===== config.mk =====
export PLATFORM = sky130hd
export DESIGN_NAME = interrupt_vector_placement
export DESIGN_NICKNAME = d
export VERILOG_FILES = /design/src/hw/ivp_pkg.sv /design/src/hw/vector_base_if.sv /design/src/hw/vector_base_calc.sv /design/src/hw/interrupt_vector_placement.sv
export SDC_FILE = /design/constraint.sdc
export NUM_CORES = 1
export LEC_CHECK = 0
export BUFFER_PORTS_ARGS = -buffer_cell sky130_fd_sc_hd__clkbuf_2
export CAP_MARGIN = 20
export CORE_MARGIN = 4
export CORE_UTILIZATION = 40
export CTS_CLUSTER_SIZE = 14
export DETAILED_ROUTE_END_ITERATION = 10
export PLACE_DENSITY = 0.82
export SLEW_MARGIN = 40
export SYNTH_ARGS = -nofsm -noshare
export SYNTH_HDL_FRONTEND = slang
export SYNTH_SLANG_ARGS = --single-unit

===== constraint.sdc =====
create_clock -name sys_clk -period 1.72 [get_ports sys_clk]
set_clock_uncertainty 0.05 [all_clocks]
set_input_delay 0.344 -clock sys_clk [delete_from_list [all_inputs] [get_ports sys_clk]]
set_output_delay 0.344 -clock sys_clk [all_outputs]
set_load 0.01 [all_outputs]

===== src/hw/ivp_pkg.sv =====
package ivp_pkg;
  // Register map
  localparam logic [7:0] CTRL_OFFSET = 8'h00;
  localparam logic [7:0] STATUS_OFFSET = 8'h01;
  localparam logic [7:0] CTRL_RESET = 8'h00;
  // Control field positions
  localparam int CHANGE_EN_BIT = 0;
  localparam int SELECT_BIT = 1;
  localparam int IRQ2_EN_BIT = 5;
  localparam int IRQ0_EN_BIT = 6;
  localparam int IRQ1_EN_BIT = 7;
  localparam logic [7:0] CTRL_RW_MASK = 8'he3;
  // Unlock window and post-write hold, in cycles
  localparam int UNLOCK_CYCLES = 4;
  localparam int POST_WRITE_CYCLES = 1;
  // Vector table placement, word addresses
  localparam logic [15:0] APP_VECTOR_BASE = 16'h0002;
  localparam logic [15:0] VECTOR_STEP = 16'h0002;
  localparam logic [15:0] FLASH_RESET_ADDR = 16'h0000;
  localparam logic [15:0] BOOT_BASE_2K = 16'h1c00;
  localparam logic [15:0] BOOT_BASE_1K = 16'h1e00;
  localparam logic [15:0] BOOT_BASE_512 = 16'h1f00;
  localparam logic [15:0] BOOT_BASE_256 = 16'h1f80;
  // Fuse polarity: 1 unprogrammed, 0 programmed
  localparam logic FUSE_PROGRAMMED = 1'b0;
  localparam logic [1:0] BOOT_SIZE_2K = 2'b00;

  typedef enum logic [1:0] {
    ST_IDLE = 2'b00,
    ST_OPEN = 2'b01,
    ST_HOLD = 2'b10
  } unlock_state_t;

  function automatic logic [15:0] boot_base(input logic [1:0] sz);
    case (sz)
      2'b00: boot_base = BOOT_BASE_2K;
      2'b01: boot_base = BOOT_BASE_1K;
      2'b10: boot_base = BOOT_BASE_512;
      default: boot_base = BOOT_BASE_256;
    endcase
  endfunction
endpackage


===== src/hw/vector_base_if.sv =====
`timescale 1ns/1ps
interface vector_base_if;
  logic [1:0] bootSize;
  logic bootResetFuse;
  logic vectorSelect;
  logic [15:0] vectorBase;
  logic [15:0] resetAddr;
  modport calc (input bootSize, bootResetFuse, vectorSelect,
                output vectorBase, resetAddr);
  modport user (output bootSize, bootResetFuse, vectorSelect,
                input vectorBase, resetAddr);
endinterface


===== src/hw/vector_base_calc.sv =====
`timescale 1ns/1ps
module vector_base_calc
  import ivp_pkg::*;
(
  vector_base_if.calc vb
);
  logic [15:0] bootStart;
  assign bootStart = boot_base(vb.bootSize);
  // Vector table origin
  assign vb.vectorBase = vb.vectorSelect ?
    16'(bootStart + VECTOR_STEP) : APP_VECTOR_BASE;
  // Reset origin from fuse polarity
  assign vb.resetAddr = (vb.bootResetFuse == FUSE_PROGRAMMED) ?
    bootStart : FLASH_RESET_ADDR;
endmodule


===== src/hw/interrupt_vector_placement.sv =====
// The implementer's own choices: the address map and the plain strobed port.
`timescale 1ns/1ps
//
// Function
// - Select clear: vectors start at flash start.
// - Select set: vectors start at boot section, base set by size fuses.
// - Select changes only via unlock write, then select write within 4 cycles.
// - Change enable self-clears after four cycles or on select write.
// - Interrupts blocked from unlock until instruction after select write.
// - Without select write, blocking lasts exactly four cycles.
// - Blocking never alters the global interrupt enable flag.
// - Boot vectors plus app lock: block interrupts while in app section.
// - App vectors plus boot lock: block interrupts while in boot section.
// - 2K boot, fuse unprogrammed, select set: reset 0, vectors 1c02.
// - 2K boot, fuse programmed: reset 1c00; select clear vectors 002.
// - Boot reset fuse: 1 unprogrammed, 0 programmed.
module interrupt_vector_placement
  import ivp_pkg::*;
#(
  parameter int UNLOCK_LEN = UNLOCK_CYCLES
) (
  // Clock and reset
  input wire logic sys_clk,
  input wire logic resetn,
  // Register port
  input wire logic [7:0] regAddr,
  input wire logic [7:0] regWdata,
  input wire logic regWr,
  input wire logic regRd,
  output logic [7:0] regRdata,
  // Fuses and lock bits
  input wire logic bootResetFuse,
  input wire logic [1:0] bootSizeFuses,
  input wire logic appSectionLockBit,
  input wire logic bootSectionLockBit,
  // CPU context
  input wire logic globalIrqEnable,
  input wire logic executingBoot,
  // Results
  output logic irqAllowed,
  output logic [15:0] vectorBase,
  output logic [15:0] resetAddr,
  output logic vectorSelect,
  output logic [2:0] extIrqEnable
);

  // Window counter is three bits wide
  if (UNLOCK_LEN < 1 || UNLOCK_LEN > 7) begin
    $error("UNLOCK_LEN must be 1..7");
  end

  typedef struct packed {
    unlock_state_t state;
    logic [2:0] count;
    logic changeEnable;
    logic select;
    logic [2:0] extEn;
    logic [7:0] rdata;
    logic irqOk;
    logic [15:0] vecBase;
    logic [15:0] rstAddr;
  } state_t;

  state_t cur_ff;
  state_t nxt_s;

  vector_base_if vb ();
  vector_base_calc u_calc (
    .vb(vb)
  );
  assign vb.bootSize = bootSizeFuses;
  assign vb.bootResetFuse = bootResetFuse;
  assign vb.vectorSelect = nxt_s.select;

  function automatic logic [7:0] ctrl_view(input state_t s);
    logic [7:0] v;
    v = 8'h00;
    v[CHANGE_EN_BIT] = s.changeEnable;
    v[SELECT_BIT] = s.select;
    v[IRQ2_EN_BIT] = s.extEn[2];
    v[IRQ0_EN_BIT] = s.extEn[0];
    v[IRQ1_EN_BIT] = s.extEn[1];
    ctrl_view = v & CTRL_RW_MASK;
  endfunction

  logic ctrlWr;
  logic sectionBlock;
  logic unlockBlock;

  always_comb begin
    nxt_s = cur_ff;
    ctrlWr = regWr && (regAddr == CTRL_OFFSET);
    nxt_s.rdata = 8'h00;

    // Unlock timer and window
    case (cur_ff.state)
      ST_IDLE: begin
      end
      ST_OPEN: begin
        if (cur_ff.count == 3'(UNLOCK_LEN - 1)) begin
          nxt_s.state = ST_IDLE;
          nxt_s.changeEnable = 1'b0;
          nxt_s.count = 3'd0;
        end else begin
          nxt_s.count = 3'(cur_ff.count + 3'd1);
        end
      end
      ST_HOLD: begin
        nxt_s.state = ST_IDLE;
        nxt_s.count = 3'd0;
      end
      default: begin
        nxt_s.state = ST_IDLE;
        nxt_s.count = 3'd0;
      end
    endcase

    if (ctrlWr) begin
      nxt_s.extEn[2] = regWdata[IRQ2_EN_BIT];
      nxt_s.extEn[0] = regWdata[IRQ0_EN_BIT];
      nxt_s.extEn[1] = regWdata[IRQ1_EN_BIT];
      if (cur_ff.state == ST_OPEN && !regWdata[CHANGE_EN_BIT]) begin
        nxt_s.select = regWdata[SELECT_BIT];
        nxt_s.changeEnable = 1'b0;
        nxt_s.state = ST_HOLD;
        nxt_s.count = 3'd0;
      end else if (regWdata[CHANGE_EN_BIT]) begin
        nxt_s.changeEnable = 1'b1;
        nxt_s.state = ST_OPEN;
        nxt_s.count = 3'd0;
      end
    end

    if (regRd) begin
      if (regAddr == CTRL_OFFSET) begin
        nxt_s.rdata = ctrl_view(cur_ff);
      end else if (regAddr == STATUS_OFFSET) begin
        nxt_s.rdata = {5'h00, cur_ff.irqOk, cur_ff.state};
      end
    end

    // Section-based blocking
    sectionBlock = (nxt_s.select && appSectionLockBit == FUSE_PROGRAMMED
                    && !executingBoot)
                || (!nxt_s.select && bootSectionLockBit == FUSE_PROGRAMMED
                    && executingBoot);
    unlockBlock = (nxt_s.state != ST_IDLE);
    // Global enable only gates here, never written
    nxt_s.irqOk = globalIrqEnable && !unlockBlock && !sectionBlock;
    nxt_s.vecBase = vb.vectorBase;
    nxt_s.rstAddr = vb.resetAddr;
  end

  always_ff @(posedge sys_clk or negedge resetn) begin
    if (!resetn) begin
      cur_ff <= '0;
    end else begin
      cur_ff <= nxt_s;
    end
  end

  assign regRdata = cur_ff.rdata;
  assign irqAllowed = cur_ff.irqOk;
  assign vectorBase = cur_ff.vecBase;
  assign resetAddr = cur_ff.rstAddr;
  assign vectorSelect = cur_ff.select;
  assign extIrqEnable = cur_ff.extEn;
endmodule


* Word level (Yosys, flattened, before mapping)
Cells that the tools add are included.
** Operators by class
- Muxes and demuxes :: 15
- Eq/ne operators :: 5
- Bitwise gates (word level) :: 2
- Add/subtract/negate cells :: 2
- Reductions and logical operators :: 18
** Operators by type and width (number)
- one-hot mux 10 bit (3 select lines) :: 1
- two-way mux 16 bit :: 1
- two-way mux 8 bit :: 2
- adder 13 x 2 -> 14 bit (second input constant) :: 1
- two-way mux 13 bit :: 1
- two-way mux 6 bit :: 2
- two-way mux 10 bit :: 1
- one-hot mux 5 bit (2 select lines) :: 1
- equality test 8 x 1 -> 1 bit (second input constant) :: 1
- logical AND 1 bit :: 8
- logical NOT 8 bit :: 1
- two-way mux 3 bit :: 2
- logical NOT 1 bit :: 5
- equality test 2 x 1 -> 1 bit (second input constant) :: 2
- logical NOT 2 bit :: 2
- adder 3 x 1 -> 3 bit (second input constant) :: 1
- equality test 3 x 2 -> 1 bit (second input constant) :: 1
- two-way mux 1 bit :: 3
- equality test 2 bit (second input constant) :: 1
- two-way mux 2 bit :: 1
- NOT 1 bit :: 2
- nonzero test 2 bit :: 1
- logical OR 1 bit :: 1
** Word-level totals
- Bits of input ports :: 27
- Output and inout port bits :: 45
- Bits in registers :: 51

* Longest topological paths before layout
- Depth in word-level cells :: 12
- Depth in mapped cells :: 4
- Depth with buffers taken out :: 4

* Modules after synthesis
Synthesis repeated with hierarchy kept, for this count alone.
** Second synthesis, totals
- Cells, all modules :: 179
- Area, all modules :: 2178.3 µm²
** By module, submodules not included
- interrupt_vector_placement :: times used 1, cells each 145, area an instance 1933.1 µm²
- vector_base_calc :: times used 1, cells each 34, area an instance 245.2 µm²

* Worst setup path before layout
OpenSTA, ideal clock, no wires.
- Kind :: in2reg
- From :: input port regAddr[7]
- To :: register cur_ff (netlist bit extIrqEnable[0])
- Path buffers :: 1
- Data arrival time :: 1.357 ns
- Stages on the path :: 4
- Setup time :: 0.125 ns
- Path slack :: 0.188 ns
- Cells stage by stage :: nor4_4 -> and3_1 -> buf_6 -> mux2_4
** On the way
- Word-level cells in the longest chain between the ends :: 2
** RTL lines
- start: declaration :: line interrupt_vector_placement.sv:26 : input wire logic [7:0] regAddr,
- logical NOT 8 bit :: line interrupt_vector_placement.sv:92 : ctrlWr = regWr && (regAddr == CTRL_OFFSET);
- logical AND 1 bit :: line interrupt_vector_placement.sv:92
- end signal: assignment :: line interrupt_vector_placement.sv:158 : cur_ff <= nxt_s;
- end: declaration :: line interrupt_vector_placement.sv:64 : state_t cur_ff;
No other way between the ends.
A chain may end at the register's enable or synchronous reset.

==> out/qor.txt <==
RUN STATUS
----------------------------------------------------------------------------------------
Status ....................................................................    completed

CLOCKING
----------------------------------------------------------------------------------------
Sink count of the clock tree ..............................................           25
TritonCTS Buffers .........................................................            3
CTS H-tree depth ..........................................................            1
Post-CTS setup-driven buffer insertion count ..............................            0
Worst-case clock buffer depth .............................................            2
Clock tree root buffer cell ...............................................     clkbuf_4
Clock-pin slew on the worst setup and hold paths ..........................       140 ps
CTS tree ..................................................................         done
Insertion delay of the later-clocked pin in the worst-skew pair ...........       320 ps

YOSYS
----------------------------------------------------------------------------------------
Adder-cell area share of the yosys netlist ................................      0.00901
Proportion of synthesized flip-flops having asynchronous set or reset .....         1.00
Dominant combinational cell family by area after synthesis ................ buffers and inverters
Netlist area before placement .............................................    1390 um^2
Gate Count Post-Synth .....................................................          133
Number of enable flip-flop cells after synthesis ..........................            0
Average footprint of a synthesized cell ...................................    10.4 um^2
Synth Flop Type ...........................................................      dfrtp_1
Sequential-to-total area share from yosys stat ............................        0.450
Synthesized-area fraction occupied by ao, oa, aoi and oai cells ...........       0.0604
Count of state elements after synthesis ...................................           25
Post-Synth XOR/XNOR Area ..................................................            0
Post-Synth Simple-Gate Area ...............................................        0.171
Post-synthesis cell type count ............................................           32
Share of synthesized area spent on multiplexers ...........................       0.0468
Synth warn ................................................................            0

GLOBAL ROUTE
----------------------------------------------------------------------------------------
All-layer global routing usage ............................................        0.105
Global-route wire length before repair ....................................      3480 um
Largest net degree at the start of global routing .........................           26
Via count of the first global-routing pass ................................          774
Congestion Overflow GR ....................................................            0
Initial antenna violation count ...........................................            0

DIE
----------------------------------------------------------------------------------------
Effective utilization at floorplan ........................................        0.416
Total die area ............................................................    4480 um^2
Die boundary width ........................................................      66.9 um
Height of the die .........................................................      66.9 um
Count of boundary I/O pins ................................................           72
Site row count ............................................................           21
Core region area ..........................................................    3340 um^2

POWER AND IR DROP
----------------------------------------------------------------------------------------
Worst supply voltage drop on vdd ..........................................       238 uV
Total chip power ..........................................................      1.21 mW
Cell internal pwr .........................................................       855 uW
Share of total power consumed by net switching ............................        0.293
Part of the total power dissipated in the clock network ...................        0.221
Total net switching power .................................................       354 uW
Leakage power .............................................................     0.788 nW
Fraction of power consumed by combinational cells .........................        0.226
Sequential fraction of design power .......................................        0.553
Power per standard cell area ..............................................  806 nW/um^2

FINISH
----------------------------------------------------------------------------------------
Fraction of layout instances using a drive strength above 1 ...............        0.398
Post-route design area ....................................................    1500 um^2
Synthesis-to-layout area growth ...........................................        8.02%
Total area of multi-input combinational cells .............................     482 um^2
Final Non-Filler Cells ....................................................          212
Net count of the finished layout ..........................................          195
Leading cell types in the layout, fill and taps excluded .................. clkbuf_2, dfrtp_1, conb_1
Number of antenna diodes ..................................................            0
Final core area utilization ...............................................        0.450
Combined flip-flop and latch cell area ....................................     626 um^2
Filler Cell Count .........................................................          342
Most common library cell in the layout ignoring fill and taps .............     clkbuf_2

CRITICAL PATH
----------------------------------------------------------------------------------------
Launching element of the worst setup path ................................. cur_ff[50]$_DFF_PN0_
Crit path cell chain ...................................................... nor4bb_1 > nand4_1 > a21boi_0
Launching element type of the critical path ...............................         flop
Data required time of the worst path ......................................      1920 ps
Kind of critical path .....................................................   reg -> reg
Crit end category .........................................................         flop
Arrival time reported for the critical path endpoint ......................      1770 ps
Highest net fanout along the worst path ...................................            8
CP max stage cell .........................................................     nor4bb_1
Total buffers and inverters traversed by the critical path ................            0
Highest cell delay on the worst timing path ...............................       510 ps
Startpoint of the most critical register-to-register path ................. cur_ff[50]$_DFF_PN0_
Kind of cell adding the most delay to the critical path ................... simple AND/OR/NAND/NOR gates

DRT
----------------------------------------------------------------------------------------
Pre-antenna DRT Iters .....................................................            4
Routed wirelength normalized by instance count ............................      11.2 um
Total vias in the final route .............................................          893
Wirelength, routed ........................................................      2360 um
Antenna violation net count after detailed routing ........................            0
Via count normalized by instance count ....................................         4.21
Drc violations ............................................................            0
Initial DRC count .........................................................           56

WORST HOLD PATH
----------------------------------------------------------------------------------------
Critical hold path startpoint ............................................. bootResetFuse
Worst min path class ......................................................    in -> reg

FLOW RUN
----------------------------------------------------------------------------------------
Count of max-cap constraint violations ....................................            0

TIMING
----------------------------------------------------------------------------------------
Worst-Margin Slew .........................................................       591 ps
Count of endpoints failing setup in the final report ......................            0
Count of final max-slew check failures ....................................            0
Highest clock frequency the design can meet ...............................    0.639 GHz
RSZ-0062 raised after global routing ......................................           no
Hold violation total from the final report ................................            0
Max transition margin .....................................................        0.606
Portion of the clock cycle consumed by the worst path in the final layout .        0.910
Setup TNS .................................................................         0 ps
Final worst path period need ..............................................      1560 ps

PLACE
----------------------------------------------------------------------------------------
GP Congestion .............................................................        0.891
Half-perimeter wire length after detailed placement .......................      1910 um
Count of buffers from port buffering ......................................           47
Post-placement cell count .................................................          207
Placed standard-cell area .................................................    1460 um^2

[through the flow]
step                      hold slack (ps)  setup WS (ps)
after floorplan                     -1.59            188
after global placement                323            142
after detailed placement              330            129
after CTS                             156            176
after global routing                  149           93.0
final                                 160            156
[power by group through the flow]
stage / Sequential [mW] / Combinational [mW] / Clock (mW)
finish: 0.669 / 0.274 / 0.267
global route: 0.677 / 0.309 / 0.307
CTS: 0.669 / 0.276 / 0.277
detailed placement: 0.681 / 0.271 / 0
global placement: 0.678 / 0.265 / 0
floorplan: 0.682 / 0.215 / 0
[metal layers]
layer,vias to the layer above,global-route usage,part of all wire
met1,400,0.134,0.39
met4,0,0.0532,0.015
li1,442,-,-
met2,47,0.161,0.48
met5,-,0,0
met3,4,0.0287,0.11
[cells in the mapped netlist (2+ instances only)]
cell       number  area [um^2]
nand2_1         4         15.0
dfrtp_1        25          626
nor3_1          2         10.0
o21ai_0         3         15.0
o2bb2ai_1       2         17.5
nand2b_1        3         18.8
nor4_4          2         42.5
buf_4          43          323
nand3_1         4         20.0
nor2b_1         2         12.5
inv_1           6         22.5
a21oi_1         2         10.0
nand4_1         2         12.5
mux2i_1         2         20.0
mux2_4          3         45.0
nor2_1         11         41.3
conb_1          2         7.51
[final cells by class]
type                       count  share of cell area
tap                           46              0.0384
clock inverter                 1             0.00500
inverter                       6              0.0150
clock buffer                   3              0.0150
timing repair buffer          53               0.188
sequential                    25               0.417
multi-input combinational     78               0.321
[registers in the layout, summed over array words and instances (netlist names)]
register	count
vectorBase	5
extIrqEnable	3
irqAllowed	1
cur_ff	6
regRdata	6
resetAddr	4
[cells by family (layout without fill, tap and decap cells)]
| kind of cell | after synthesis | after routing |
|---|---|---|
| buf+inv | 50 | 63 |
| simple gates | 38 | 38 |
| flops | 25 | 25 |
| compound gates | 12 | 12 |
| mux | 5 | 5 |
| other cells | 2 | 22 |
| fa+ha+maj | 1 | 1 |
[worst reg2reg max path: stages, from the launching register on]
cell and delay (ps):
dfrtp_1 480, nor4bb_1 510, nand4_1 240, a21boi_0 210
[final timing paths]
check	slack, ps	cells after the start	end
max reg2reg	160	3	vectorBase[8]$_DFF_PN0_
max in group asynchronous	740	2	irqAllowed$_DFF_PN0_
min reg2reg	470	2	regRdata[2]$_DFF_PN0_
max	160	3	vectorBase[8]$_DFF_PN0_
min	160	2	resetAddr[7]$_DFF_PN0_
min in group asynchronous	500	2	vectorBase[1]$_DFF_PN0_
[timing repair]
item,CTS,global route
endpoints found under the hold margin,25,0
resized for setup,0,0
hold buffers,1,0
Power figures use the tool's default switching activity.
